--- config.mk ---
export PLATFORM = sky130hd
export DESIGN_NAME = bsi_top
export DESIGN_NICKNAME = d
export VERILOG_FILES = /design/src/rtl/bsi_pkg.sv /design/src/rtl/bsi_lane_if.sv /design/src/rtl/bsi_lane_plan.sv /design/src/rtl/bsi_top.sv
export VERILOG_INCLUDE_DIRS = /design/src /design/src/rtl
export SDC_FILE = /design/constraint.sdc
export NUM_CORES = 1
export LEC_CHECK = 0
export BUFFER_PORTS_ARGS = -buffer_cell sky130_fd_sc_hd__buf_2
export CAP_MARGIN = 40
export CORE_AREA = 2 2 188 190
export CTS_BUF_LIST = sky130_fd_sc_hd__clkbuf_2
export DETAILED_ROUTE_END_ITERATION = 7
export DIE_AREA = 0 0 190 192
export MAX_ROUTING_LAYER = met4
export PLACE_DENSITY = 0.68
export RECOVER_POWER = 25
export SKIP_LAST_GASP = 1
export SYNTH_ARGS = -nofsm -noshare
export SYNTH_HDL_FRONTEND = slang
export SYNTH_SLANG_ARGS = --single-unit
--- constraint.sdc ---
create_clock -name clk -period 10.06 [get_ports clk]
set_input_delay 1.509 -clock clk [delete_from_list [all_inputs] [get_ports clk]]
set_output_delay 1.509 -clock clk [all_outputs]
set_load 0.02 [all_outputs]
--- src/rtl/bsi_defs.svh ---
// Offsets, field positions and reset values of the static bus interface.
// Assumes inclusion by bare name from rtl and testbench files of this block.
`ifndef BSI_DEFS_SVH
`define BSI_DEFS_SVH

`define BSI_REG_BCR 8'h00
`define BSI_REG_AREA 8'h04
`define BSI_REG_WCA 8'h08
`define BSI_REG_WCB 8'h0c
`define BSI_REG_IBC 8'h10
`define BSI_REG_STAT 8'h14

`define BSI_WPE_BIT 0
`define BSI_IBC_BIT 0
`define BSI_F_WIDE 0
`define BSI_F_THREE 8
`define BSI_F_MUX 16
`define BSI_F_LITTLE 24

`define BSI_AREA_RST 32'h0000ff00
`define BSI_WC_RST 16'h7777
`define BSI_WC_PITCH 4
`define BSI_AREA_MSB 23
`define BSI_AREA_LSB 21

`define BSI_RESP_OK 2'b00
`define BSI_RESP_ERR 2'b10

`endif

--- src/rtl/bsi_pkg.sv ---
// Types shared by the static bus interface modules.
// Assumes nothing of its surroundings.
package bsi_pkg;
    typedef enum logic [1:0] {
        SZ_BYTE,
        SZ_WORD,
        SZ_LONG
    } bsi_size_t;

    typedef enum logic [2:0] {
        ST_IDLE,
        FIRST_STATE,
        SECOND_STATE,
        WAIT_STATE,
        PIN_WAIT_STATE,
        THIRD_STATE
    } bsi_state_t;
endpackage

--- src/rtl/bsi_lane_if.sv ---
// Lane plan request and answer between sequencer and lane planner.
// Assumes both ends on one clock; purely combinational path.
`timescale 1ns/1ns
interface bsi_lane_if;
    bsi_pkg::bsi_size_t size;
    logic a0;
    logic wide;
    logic little;
    logic [1:0] off;
    logic two;
    logic hi_en;
    logic lo_en;
    logic [1:0] hi_idx;
    logic [1:0] lo_idx;
    logic last;
    logic [1:0] step;

    modport planner(input size, a0, wide, little, off,
                    output two, hi_en, lo_en, hi_idx, lo_idx, last, step);
    modport user(output size, a0, wide, little, off,
                 input two, hi_en, lo_en, hi_idx, lo_idx, last, step);
endinterface

--- src/rtl/bsi_lane_plan.sv ---
// Byte lane planner: for the current byte offset of an access, picks
// the lanes, the data byte on each lane and whether this is the last cycle.
// Assumes off only ever lands on a byte the previous cycles left over.
`timescale 1ns/1ns
module bsi_lane_plan (
    // Plan
    bsi_lane_if.planner lp
);
    logic [2:0] nb;
    wire even = ~(lp.a0 ^ lp.off[0]);
    wire [2:0] left = nb - {1'b0, lp.off};
    wire first_hi = lp.wide & (even ^ lp.little);
    wire [1:0] idx_a = lp.little ? lp.off : 2'(nb - 3'd1 - {1'b0, lp.off});
    wire [1:0] idx_b = lp.little ? 2'(lp.off + 2'd1) : 2'(nb - 3'd2 - {1'b0, lp.off});

    always_comb begin
        case (lp.size)
            bsi_pkg::SZ_BYTE: nb = 3'd1;
            bsi_pkg::SZ_WORD: nb = 3'd2;
            default: nb = 3'd4;
        endcase
    end

    // Word cycle only on an even address with two bytes left
    assign lp.two = lp.wide & even & (left >= 3'd2);
    // Narrow space never touches the upper lane
    assign lp.hi_en = lp.two | first_hi;
    assign lp.lo_en = lp.two | ~first_hi;
    assign lp.hi_idx = first_hi ? idx_a : idx_b;
    assign lp.lo_idx = first_hi ? idx_b : idx_a;
    assign lp.step = lp.two ? 2'd2 : 2'd1;
    assign lp.last = ({1'b0, lp.off} + {1'b0, lp.step}) == nb;
endmodule

--- src/rtl/bsi_top.sv ---
// Static memory bus interface: internal request port in, external
// ROM/SRAM pins out, configuration over AXI4-Lite.
// Assumes pins outside clk domain; request port and AXI on clk.
//
// The implementer's own choices: the AXI4-Lite register port and the placing of the registers.
`timescale 1ns/1ns
`include "bsi_defs.svh"
module bsi_top (
    // Clock and reset
    input wire logic clk,
    input wire logic rst,
    // AXI4-Lite slave
    input wire logic [7:0] s_axi_awaddr,
    input wire logic s_axi_awvalid,
    output logic s_axi_awready,
    input wire logic [31:0] s_axi_wdata,
    input wire logic [3:0] s_axi_wstrb,
    input wire logic s_axi_wvalid,
    output logic s_axi_wready,
    output logic [1:0] s_axi_bresp,
    output logic s_axi_bvalid,
    input wire logic s_axi_bready,
    input wire logic [7:0] s_axi_araddr,
    input wire logic s_axi_arvalid,
    output logic s_axi_arready,
    output logic [31:0] s_axi_rdata,
    output logic [1:0] s_axi_rresp,
    output logic s_axi_rvalid,
    input wire logic s_axi_rready,
    // Internal master request
    input wire logic req_valid,
    output logic req_ready,
    input wire logic [23:0] req_addr,
    input wire bsi_pkg::bsi_size_t req_size,
    input wire logic req_write,
    input wire logic [31:0] req_wdata,
    output logic resp_valid,
    output logic [31:0] resp_rdata,
    // External bus
    output logic [23:0] ext_addr,
    output logic [15:0] data_o,
    output logic data_oe,
    input wire logic [15:0] data_i,
    output logic bus_cycle_start_n,
    output logic address_strobe_n,
    output logic address_hold_n,
    output logic read_n,
    output logic rd_wr,
    output logic upper_byte_write_n,
    output logic lower_byte_write_n,
    output logic [7:0] area_select_n,
    input wire logic wait_n
);
    bsi_pkg::bsi_state_t st_q, st_d;
    logic [23:0] addr_q;
    bsi_pkg::bsi_size_t size_q;
    logic wr_q;
    logic [31:0] wdat_q;
    logic [31:0] rdat_q;
    logic [1:0] off_q;
    logic [2:0] wcnt_q;
    logic done_q, last_q;
    logic cap_q, cap_hi_q, cap_lo_q;
    logic [1:0] cap_hidx_q, cap_lidx_q;
    logic [15:0] dout_q;
    logic [23:0] ea_q;
    logic [15:0] din_s1_q, din_s2_q;
    logic wait_s1_q, wait_s2_q;
    logic [31:0] bcr_q, area_q;
    logic [15:0] wca_q, wcb_q;
    logic ibc_q;
    logic aw_q, w_q, bv_q, rv_q;
    logic [7:0] awa_q;
    logic [31:0] awd_q;
    logic [3:0] aws_q;
    logic [1:0] bresp_q, rresp_q;
    logic [31:0] rd_q;

    bsi_lane_if lp();
    bsi_lane_plan u_plan (
        .lp(lp)
    );

    // Area decode and per-area configuration
    wire [2:0] area = addr_q[`BSI_AREA_MSB:`BSI_AREA_LSB];
    wire wide = area_q[`BSI_F_WIDE + area];
    wire three = area_q[`BSI_F_THREE + area];
    wire mux = area_q[`BSI_F_MUX + area];
    wire little = area_q[`BSI_F_LITTLE + area];
    wire [31:0] wc_all = {wca_q, wcb_q};
    wire [2:0] wc = wc_all[area * `BSI_WC_PITCH +: 3];
    // Two enable bits, BCR and IBC, serve every three-state area
    wire pin_en = three & bcr_q[`BSI_WPE_BIT] & ibc_q;
    wire stall = pin_en & ~wait_s2_q;

    assign lp.size = size_q;
    assign lp.a0 = addr_q[0];
    assign lp.wide = wide;
    assign lp.little = little;
    assign lp.off = off_q;

    wire in_bus = st_q != bsi_pkg::ST_IDLE;
    wire strobe = st_q != bsi_pkg::ST_IDLE && st_q != bsi_pkg::FIRST_STATE;
    wire end_cyc = (st_q == bsi_pkg::SECOND_STATE && !three) ||
                   st_q == bsi_pkg::THIRD_STATE;

    // Sequencer
    always_comb begin
        st_d = st_q;
        case (st_q)
            bsi_pkg::ST_IDLE: begin
                if (req_valid) begin
                    st_d = bsi_pkg::FIRST_STATE;
                end
            end
            bsi_pkg::FIRST_STATE: st_d = bsi_pkg::SECOND_STATE;
            bsi_pkg::SECOND_STATE: begin
                if (!three) begin
                    // Two-state areas never stretch
                    st_d = lp.last ? bsi_pkg::ST_IDLE : bsi_pkg::FIRST_STATE;
                end else if (wcnt_q != 3'h0) begin
                    st_d = bsi_pkg::WAIT_STATE;
                end else if (stall) begin
                    st_d = bsi_pkg::PIN_WAIT_STATE;
                end else begin
                    st_d = bsi_pkg::THIRD_STATE;
                end
            end
            bsi_pkg::WAIT_STATE: begin
                if (wcnt_q == 3'h1) begin
                    st_d = stall ? bsi_pkg::PIN_WAIT_STATE : bsi_pkg::THIRD_STATE;
                end
            end
            bsi_pkg::PIN_WAIT_STATE: begin
                if (!stall) begin
                    st_d = bsi_pkg::THIRD_STATE;
                end
            end
            bsi_pkg::THIRD_STATE: begin
                st_d = lp.last ? bsi_pkg::ST_IDLE : bsi_pkg::FIRST_STATE;
            end
            default: st_d = bsi_pkg::ST_IDLE;
        endcase
    end

    // Held off while the last read lanes are still landing
    assign req_ready = st_q == bsi_pkg::ST_IDLE && !last_q;
    wire take = req_valid && req_ready;

    always_ff @(posedge clk or posedge rst) begin
        if (rst) begin
            st_q <= bsi_pkg::ST_IDLE;
        end else begin
            st_q <= st_d;
        end
    end

    always_ff @(posedge clk or posedge rst) begin
        if (rst) begin
            addr_q <= 24'h0;
            size_q <= bsi_pkg::SZ_BYTE;
            wr_q <= 1'b0;
            wdat_q <= 32'h0;
        end else if (take) begin
            addr_q <= req_addr;
            size_q <= req_size;
            wr_q <= req_write;
            wdat_q <= req_wdata;
        end
    end

    // Offset walks the bytes in address order
    always_ff @(posedge clk or posedge rst) begin
        if (rst) begin
            off_q <= 2'h0;
        end else if (take) begin
            off_q <= 2'h0;
        end else if (end_cyc) begin
            off_q <= 2'(off_q + lp.step);
        end
    end

    // Programmed wait count loaded per bus cycle
    always_ff @(posedge clk or posedge rst) begin
        if (rst) begin
            wcnt_q <= 3'h0;
        end else if (st_q == bsi_pkg::FIRST_STATE) begin
            wcnt_q <= three ? wc : 3'h0;
        end else if (st_q == bsi_pkg::WAIT_STATE) begin
            wcnt_q <= wcnt_q - 3'h1;
        end
    end

    // Address latched on entry to first state, write data at its end
    always_ff @(posedge clk or posedge rst) begin
        if (rst) begin
            ea_q <= 24'h0;
            dout_q <= 16'h0;
        end else if (st_q == bsi_pkg::FIRST_STATE) begin
            dout_q <= {wdat_q[lp.hi_idx * 8 +: 8], wdat_q[lp.lo_idx * 8 +: 8]};
        end else if (st_d == bsi_pkg::FIRST_STATE) begin
            ea_q <= take ? req_addr : 24'(addr_q + {22'h0, 2'(off_q + lp.step)});
        end
    end

    // Pins pass two flops; data is sampled late but held stable by strobes
    always_ff @(posedge clk or posedge rst) begin
        if (rst) begin
            din_s1_q <= 16'h0;
            din_s2_q <= 16'h0;
            wait_s1_q <= 1'b1;
            wait_s2_q <= 1'b1;
        end else begin
            din_s1_q <= data_i;
            din_s2_q <= din_s1_q;
            wait_s1_q <= wait_n;
            wait_s2_q <= wait_s1_q;
        end
    end

    // Synced pin data trails by two clocks, so lanes are kept for one more edge
    always_ff @(posedge clk or posedge rst) begin
        if (rst) begin
            cap_q <= 1'b0;
            cap_hi_q <= 1'b0;
            cap_lo_q <= 1'b0;
            cap_hidx_q <= 2'h0;
            cap_lidx_q <= 2'h0;
        end else begin
            cap_q <= end_cyc && !wr_q;
            cap_hi_q <= lp.hi_en;
            cap_lo_q <= lp.lo_en;
            cap_hidx_q <= lp.hi_idx;
            cap_lidx_q <= lp.lo_idx;
        end
    end

    // Read bytes land at their data positions
    always_ff @(posedge clk or posedge rst) begin
        if (rst) begin
            rdat_q <= 32'h0;
        end else if (take) begin
            rdat_q <= 32'h0;
        end else if (cap_q) begin
            if (cap_hi_q) begin
                rdat_q[cap_hidx_q * 8 +: 8] <= din_s2_q[15:8];
            end
            if (cap_lo_q) begin
                rdat_q[cap_lidx_q * 8 +: 8] <= din_s2_q[7:0];
            end
        end
    end

    always_ff @(posedge clk or posedge rst) begin
        if (rst) begin
            last_q <= 1'b0;
            done_q <= 1'b0;
        end else begin
            last_q <= end_cyc && lp.last;
            done_q <= last_q;
        end
    end

    assign resp_valid = done_q;
    assign resp_rdata = rdat_q;

    // Pin decode
    assign ext_addr = ea_q;
    assign data_o = dout_q;
    assign data_oe = wr_q && strobe;
    assign bus_cycle_start_n = st_q != bsi_pkg::FIRST_STATE;
    assign address_strobe_n = !(in_bus && !mux);
    assign address_hold_n = !(in_bus && mux);
    assign read_n = !(strobe && !wr_q);
    assign rd_wr = !(in_bus && wr_q);
    assign upper_byte_write_n = !(strobe && wr_q && lp.hi_en);
    assign lower_byte_write_n = !(strobe && wr_q && lp.lo_en);
    assign area_select_n = ~(in_bus ? (8'h01 << area) : 8'h00);

    // Register write path
    wire do_wr = aw_q && w_q && !bv_q;
    wire wr_hit = awa_q == `BSI_REG_BCR || awa_q == `BSI_REG_AREA ||
                  awa_q == `BSI_REG_WCA || awa_q == `BSI_REG_WCB ||
                  awa_q == `BSI_REG_IBC || awa_q == `BSI_REG_STAT;

    function automatic logic [31:0] merge(input logic [31:0] o, input logic [31:0] n,
                                          input logic [3:0] s);
        logic [31:0] r;
        r = o;
        for (int i = 0; i < 4; i++) begin
            if (s[i]) begin
                r[i * 8 +: 8] = n[i * 8 +: 8];
            end
        end
        return r;
    endfunction

    wire [31:0] wca_m = merge({16'h0, wca_q}, awd_q, aws_q);
    wire [31:0] wcb_m = merge({16'h0, wcb_q}, awd_q, aws_q);
    wire [31:0] bcr_m = merge(bcr_q, awd_q, aws_q);
    wire [31:0] ibc_m = merge({31'h0, ibc_q}, awd_q, aws_q);

    assign s_axi_awready = !aw_q;
    assign s_axi_wready = !w_q;
    assign s_axi_bvalid = bv_q;
    assign s_axi_bresp = bresp_q;

    always_ff @(posedge clk or posedge rst) begin
        if (rst) begin
            aw_q <= 1'b0;
            w_q <= 1'b0;
            awa_q <= 8'h0;
            awd_q <= 32'h0;
            aws_q <= 4'h0;
        end else begin
            if (s_axi_awvalid && !aw_q) begin
                aw_q <= 1'b1;
                awa_q <= s_axi_awaddr;
            end else if (do_wr) begin
                aw_q <= 1'b0;
            end
            if (s_axi_wvalid && !w_q) begin
                w_q <= 1'b1;
                awd_q <= s_axi_wdata;
                aws_q <= s_axi_wstrb;
            end else if (do_wr) begin
                w_q <= 1'b0;
            end
        end
    end

    always_ff @(posedge clk or posedge rst) begin
        if (rst) begin
            bv_q <= 1'b0;
            bresp_q <= `BSI_RESP_OK;
        end else if (do_wr) begin
            bv_q <= 1'b1;
            bresp_q <= wr_hit ? `BSI_RESP_OK : `BSI_RESP_ERR;
        end else if (s_axi_bready) begin
            bv_q <= 1'b0;
        end
    end

    // Reset leaves every area three-state, seven waits, pin off
    always_ff @(posedge clk or posedge rst) begin
        if (rst) begin
            bcr_q <= 32'h0;
            area_q <= `BSI_AREA_RST;
            wca_q <= `BSI_WC_RST;
            wcb_q <= `BSI_WC_RST;
            ibc_q <= 1'b0;
        end else if (do_wr) begin
            case (awa_q)
                `BSI_REG_BCR: bcr_q <= {31'h0, bcr_m[`BSI_WPE_BIT]};
                `BSI_REG_AREA: area_q <= merge(area_q, awd_q, aws_q);
                `BSI_REG_WCA: wca_q <= wca_m[15:0];
                `BSI_REG_WCB: wcb_q <= wcb_m[15:0];
                `BSI_REG_IBC: ibc_q <= ibc_m[`BSI_IBC_BIT];
                default: ibc_q <= ibc_q;
            endcase
        end
    end

    // Register read path; status shows the live bus state
    wire [31:0] stat = {24'h0, 1'b0, area, 1'b0, st_q};
    wire ar_take = s_axi_arvalid && !rv_q;

    assign s_axi_arready = !rv_q;
    assign s_axi_rvalid = rv_q;
    assign s_axi_rdata = rd_q;
    assign s_axi_rresp = rresp_q;

    always_ff @(posedge clk or posedge rst) begin
        if (rst) begin
            rv_q <= 1'b0;
            rd_q <= 32'h0;
            rresp_q <= `BSI_RESP_OK;
        end else if (ar_take) begin
            rv_q <= 1'b1;
            rresp_q <= `BSI_RESP_OK;
            case (s_axi_araddr)
                `BSI_REG_BCR: rd_q <= bcr_q;
                `BSI_REG_AREA: rd_q <= area_q;
                `BSI_REG_WCA: rd_q <= {16'h0, wca_q};
                `BSI_REG_WCB: rd_q <= {16'h0, wcb_q};
                `BSI_REG_IBC: rd_q <= {31'h0, ibc_q};
                `BSI_REG_STAT: rd_q <= stat;
                default: begin
                    rd_q <= 32'h0;
                    rresp_q <= `BSI_RESP_ERR;
                end
            endcase
        end else if (s_axi_rready) begin
            rv_q <= 1'b0;
        end
    end
endmodule

==> metrics, run 1 <==
type of the most critical hold path=reg2reg; total chip power=0.005215 W; CTS resizes=0; global-route wire length before repair=~63000 µm; initial standard-cell utilization of the core=roughly 45%; die width=around 190 µm; CTS tree=done; most common cell after layout, fill and taps aside=sky130_fd_sc_hd__nand2_1; CTS Root Buffer Type=sky130_fd_sc_hd__clkbuf_2; remaining antenna violation count after routing=0; initial antenna violation count=3; total count of max-transition violations in the final report=241; commonest non-fill, non-tap cells in the layout=357 x sky130_fd_sc_hd__nand2_1, 296 x sky130_fd_sc_hd__dfrtp_1, 264 x sky130_fd_sc_hd__buf_2, 135 x sky130_fd_sc_hd__clkbuf_2, 118 x sky130_fd_sc_hd__mux2_2; total power divided by cell area=between 200 and 300 mW/mm²; wire per inst=17.88 µm; TritonCTS buffer count=87; dpl hpwl=roughly 28000 µm; share of final-layout standard cells stronger than drive strength 1=between 30% and 40%; Row Count=68; Critical-path top delay cell=sky130_fd_sc_hd__dfrtp_1; Die Area=approximately 0.036 mm²; Leakage Power=between 8 and 9 nW; grt total ovfl=0; height of the die=between 150 and 200 µm; Core Footprint=between 0.03 and 0.04 mm²; fraction of the cycle the final worst path needs=53.07%; Setup CP Type=reg2out; maximum cell stage delay along the critical path=680 ps; vias in the first global route=roughly 12k; max-capacitance violation count=2; synthesis-stage register bit count=330; portion of the post-synthesis area used by sequential elements=around 54%; required time of the worst setup path=approximately 8600 ps; Non-Filler Cell Area, Final=between 0.015 and 0.02 mm²; count of buffers inserted at the top-level ports=roughly 260; routability-driven placement congestion ratio=~0.89; number of DRC markers in iteration 0=between 600 and 700; cell type group with the largest total delay on the critical path=compound AO/OA/AOI/OAI gates; area added between synthesis and finish=16.82%; shortest clock period the worst path allows after layout=5339 ps; maximum buffer depth of the clock tree=3; net total in the final layout=1861; setup tns final=0 ps; io pins=approximately 270; TritonRoute pass-1 iters=5; Final Hold Slack=about 320 ps; status=finished, violations left; Netlist cell types=69; Setup Skew=roughly 67 ps; global router's overall resource usage=between 20% and 30%; synthesis warning total=0; count of flip-flops with a built-in enable after synthesis=0; Post-synth ARST share=between 90% and 100%; cells traversed along the worst timing path=buf_4 > mux2_2 > o22ai_1 > o21ai_0 > a21boi_4 > nand2b_1 > nand2_1 > buf_2; worst-margin pin slew=4573 ps; hold bufs inserted after CTS=0; average size of a mapped cell=10.94 µm²; total number of vias=about 12k; startpoint type of the worst setup path=flip-flop; post-detailed-routing wire length=roughly 40000 µm; Worst IR Drop VDD=~0.14 mV; Area after DPL=around 0.017 mm²; Vias/cell=5.258; violated checks=capacitance limit, slew limit; remaining max-slew budget at the tightest pin=-204.9%; Critical Path Fanout Max=14; Post-Syn Instances=around 1.4k; post-synthesis instance area=between 0.015 and 0.02 mm²; clock edge transition at the registers on the reported setup and hold paths=90 ps; number of remaining DRC errors=0; unrepaired setup endpoints after global routing=no; buffering stage count on the worst path with inverters included=2; TritonCTS sink count=330; Primary FF master, synth=sky130_fd_sc_hd__dfrtp_1; hold violation total from the final report=0; # H-tree levels=3; pin count of the biggest net entering global routing=between 150 and 200; number of setup violations in the final report=0; arrival time of the worst setup path=3830 ps; Peak Freq=roughly 190 MHz; post-CTS setup buffers=0; Clk Latency, worst-skew pair=between 900 and 1000 ps; sort of element at the end of the critical path=output port
## Yosys cell counts, drive strengths merged, types with 4 or more instances
cell type	instances	area share, %
a211oi	9	0.44
a21boi	4	0.27
a21oi	22	0.72
a221oi	6	0.34
a22o	8	0.46
a22oi	16	0.79
a31oi	17	0.70
and2	6	0.25
buf	19	1.0
clkbuf	49	1.2
dfrtp	296	48
dfstp	34	5.8
ha	19	1.6
inv	23	0.56
mux2	140	11
mux2i	57	3.7
mux4	12	1.8
nand2	358	8.8
nand2b	8	0.33
nand3	14	0.46
nand4	6	0.25
nor2	60	1.5
nor2b	6	0.25
nor3	14	0.64
nor4	4	0.16
nor4b	4	0.27
o211ai	9	0.44
o21ai	92	3.0
o221ai	16	0.92
xnor2	17	1.1
xor2	12	0.69
## worst paths after layout
check	slack, ps	start	to	cells past startpoint
min in group asynchronous	2300	rst	wca_q[7]	3
hold / removal	320	din_s1_q[9]	din_s2_q[9]	0
setup reg to reg	5270	addr_q[21]	ext_addr[23]	13
setup / recovery	4720	addr_q[22]	upper_byte_write_n	8
max in group asynchronous	5110	rst	s_axi_rdata[20]	4
hold reg to reg	320	din_s1_q[9]	din_s2_q[9]	0
## stage by stage
step / setup WS [ps] / instances / utilization, %
2_1_floorplan: 4172 / 1398 / -
3_3_place_gp: 5357 / 2065 / 49.54
3_5_place_dp: 5291 / 2069 / 49.75
4_1_cts: 4589 / 2227 / 52.08
5_1_grt: 4216 / 2233 / 52.07
6_report: 4721 / 2233 / 52.07
## cell families after synthesis
family	count (synthesis)	share of synthesized area (%)
AOI/OAI and AO/OA	213	8.908
adders and majority gates	21	1.818
other	1	0.02454
and+or+nand+nor	501	13.92
muxes	209	16.38
DFF	330	54.31
buffers and inverters	93	2.849
xor gates and xnor gates	29	1.785
## layer usage
metal,track usage [%],share of wire (%)
met5,-,0
met4,9.511,3.2
met3,6.596,7.9
met2,35.04,46
met1,28.42,43
## registers in the layout, indices dropped and copies added (netlist names), 24 cells and up
| signal | flops |
|---|---|
| awd_q | 32 |
| s_axi_rdata | 32 |
| resp_rdata | 32 |
| wdat_q | 32 |
| ext_addr | 24 |
| addr_q | 24 |
| area_q | 32 |
## final cells by class
cell class | count | area (µm²)
diodes | 5 | 12.51
clock buffers | 134 | 670.6
clock inverters | 24 | 126.4
fillers | 3092 | 16440
inverters | 25 | 97.59
multi-input cells | 975 | 6558
flip-flops and latches | 330 | 8300
well taps | 455 | 569.3
repair buffers | 285 | 1518
## power breakdown
part | leakage (nW) | switching [W] | total, W | internal, W
logic | 4.00 | 0.00120 | 0.00214 | 0.000938
clock network | 0.617 | 0.000557 | 0.000935 | 0.000379
registers | 4.08 | 0.000385 | 0.00214 | 0.00175
(Power assumes the default switching activity.)
==> run 2: changes to the inputs <==
Clock period 10.06 ns to 4.8 ns, I/O delays scaled along.
==> run 2 against run 1 <==
The run still ends with capacitance limit, slew limit left. Clock power up 130%. Non-clock buffer count up 126. Via count up 5.8%. Highest routed layer unchanged. Design area up 7.2%. Register-to-register slack worse by 5000 ps. First-iteration DRC count down 12%. Total power up 120%. Critical path type is now reg2reg. Sequential power up 110%. Clock skew up 14 ps.
==> metrics, run 2 (synthesis gave the netlist of run 1 again) <==
Critical Path Fanout Max=7; dpl hpwl=between 20000 and 30000 µm; met3 demand-to-capacity share in global routing=under 10%; hold violation total from the final report=0; unrepaired setup endpoints after global routing=no; setup tns final=0 ps; routability-driven placement congestion ratio=between 0.8 and 0.9; most utilized layer in the global route result=met2; FF+latch area=around 0.0083 mm²; height of the die=192 µm; arrival time of the worst setup path=5310 ps; type of the most critical hold path=in2reg; number of DRC markers in iteration 0=608; initial standard-cell utilization of the core=44.57%; Core Footprint=approximately 0.034 mm²; Die Area=0.03648 mm²; share of final-layout standard cells stronger than drive strength 1=around 33%; global router's overall resource usage=between 20% and 30%; TritonCTS buffer count=89; number of remaining DRC errors=0; TritonRoute pass-1 iters=5; wire per inst=between 15 and 20 µm; vias in the first global route=13.11k; max-capacitance violation count=3; TritonCTS sink count=330; post-detailed-routing wire length=41940 µm; global-route wire length before repair=67420 µm; Leakage Power=9.254 nW; total number of vias=roughly 12k; area of the multi-input gates=0.006575 mm²; clock edge transition at the registers on the reported setup and hold paths=between 100 and 150 ps; remaining antenna violation count after routing=0; startpoint type of the worst setup path=flip-flop; sort of element at the end of the critical path=flip-flop; violated checks=capacitance limit, slew limit; maximum buffer depth of the clock tree=3; remaining max-slew budget at the tightest pin=-119.4%; Worst IR Drop VDD=just under 0.4 mV; Row Count=68; Clk Latency, worst-skew pair=roughly 970 ps; initial antenna violation count=1; # H-tree levels=3; commonest non-fill, non-tap cells in the layout=357 x sky130_fd_sc_hd__nand2_1, 296 x sky130_fd_sc_hd__dfrtp_1, 264 x sky130_fd_sc_hd__buf_2, 141 x sky130_fd_sc_hd__clkbuf_2, 124 x sky130_fd_sc_hd__dlygate4sd3_1; grt total ovfl=0; total power divided by cell area=around 600 mW/mm²; Peak Freq=222.5 MHz; fraction of the cycle the final worst path needs=a little over nine tenths; filler cell count in the final layout=slightly below 3k; die width=190 µm; GR Util met2=roughly 40%; Vias/cell=roughly 5.3; shortest clock period the worst path allows after layout=4494 ps; CTS tree=done; Post-Place Setup Slack=248.4 ps; worst-margin pin slew=3291 ps; number of setup violations in the final report=0; required time of the worst setup path=5610 ps; count of buffers inserted at the top-level ports=approximately 260; net total in the final layout=about 2.0k; met1 GRT Util=28.70%; most common cell after layout, fill and taps aside=sky130_fd_sc_hd__nand2_1; io pins=between 200 and 300; Setup Skew=between 80 and 90 ps; total chip power=~0.011 W; Setup CP Type=reg2reg; total count of max-transition violations in the final report=about 320; area added between synthesis and finish=25.25%; status=finished, violations left; setup slack after layout=305.6 ps; pin count of the biggest net entering global routing=~140; CTS Root Buffer Type=sky130_fd_sc_hd__clkbuf_2
run 2: changes by cell type in the layout (fill, tap and decap cells not counted), moves of 2 or more:
cell	delta
sky130_fd_sc_hd__dlygate4sd3_1	+124
sky130_fd_sc_hd__clkbuf_2	+6
sky130_fd_sc_hd__clkinv_1	-6
sky130_fd_sc_hd__diode_2	-4
sky130_fd_sc_hd__buf_4	+2
sky130_fd_sc_hd__bufinv_16	+2
sky130_fd_sc_hd__inv_2	-2
sky130_fd_sc_hd__nor3_1	-2
sky130_fd_sc_hd__nor3_2	+2
run 2: cell type report:
cell class / count / share of cell area (%)
flip-flops and latches: 330 / 43.37
multi-input cells: 975 / 34.35
repair buffers: 411 / 14.33
clock buffers: 139 / 3.634
well taps: 455 / 2.974
clock inverters: 18 / 0.8367
inverters: 25 / 0.4968
diodes: 1 / 0.01307
run 2: per-layer routing:
| layer | wire length (µm) | share of wire, % |
|---|---|---|
| met1 | 17760 | 42 |
| met2 | 20150 | 48 |
| met3 | 2654 | 6.3 |
| met4 | 1376 | 3.3 |
| met5 | 0 | 0 |
run 2: metrics by stage:
stage | util, % | std cells | area (µm²) | hold WS (ps)
after floorplan | - | 1398 | 15290 | 331.2
after global placement | 49.62 | 2067 | 17010 | 338.3
after detailed placement | 49.76 | 2071 | 17060 | 336.3
after CTS | 55.88 | 2352 | 19160 | 2.591
after global routing | 55.82 | 2354 | 19140 | 36.42
final | 55.82 | 2354 | 19140 | 129.4
run 2: critical path, cell delays in order (launching register included):
cell and delay [ps]:
sky130_fd_sc_hd__dfrtp_1 460, sky130_fd_sc_hd__or2_2 320, sky130_fd_sc_hd__ha_1 180, sky130_fd_sc_hd__inv_1 80
sky130_fd_sc_hd__ha_1 180, sky130_fd_sc_hd__a21oi_1 70, sky130_fd_sc_hd__o31ai_1 70, sky130_fd_sc_hd__nand3_1 170
sky130_fd_sc_hd__ha_1 240, sky130_fd_sc_hd__fa_1 560, sky130_fd_sc_hd__ha_1 350, sky130_fd_sc_hd__a21oi_1 80
sky130_fd_sc_hd__or4_1 630, sky130_fd_sc_hd__nand2b_1 260, sky130_fd_sc_hd__nor3_1 210, sky130_fd_sc_hd__xnor2_1 150
sky130_fd_sc_hd__o21ai_0 90, sky130_fd_sc_hd__mux2_4 280
run 2: path summary, 6_finish.rpt:
path	cells after the start	startpoint	endpoint	slack, ps
setup / recovery	17	lp.size[1]	ext_addr[17]	310
hold / removal	3	req_addr[22]	addr_q[22]	130
setup reg to reg	17	lp.size[1]	ext_addr[17]	310
hold reg to reg	0	din_s1_q[9]	din_s2_q[9]	310
max in group asynchronous	4	rst	ext_addr[14]	900
min in group asynchronous	3	rst	wca_q[7]	320
run 2: timing repair:
item / in CTS / in global routing
endpoints found under the setup margin: 0 / 4
endpoints found under the hold margin: 133 / 0
setup buffers: 0 / 1
hold buffers: 124 / 0
resized for setup: 0 / 2
run 2: power breakdown:
| group | switching [W] | internal [W] | total, W |
|---|---|---|---|
| combinational | 0.00261 | 0.00203 | 0.00464 |
| clock | 0.00120 | 0.000922 | 0.00212 |
| sequential | 0.000785 | 0.00368 | 0.00446 |
| total | 0.00459 | 0.00663 | 0.0112 |
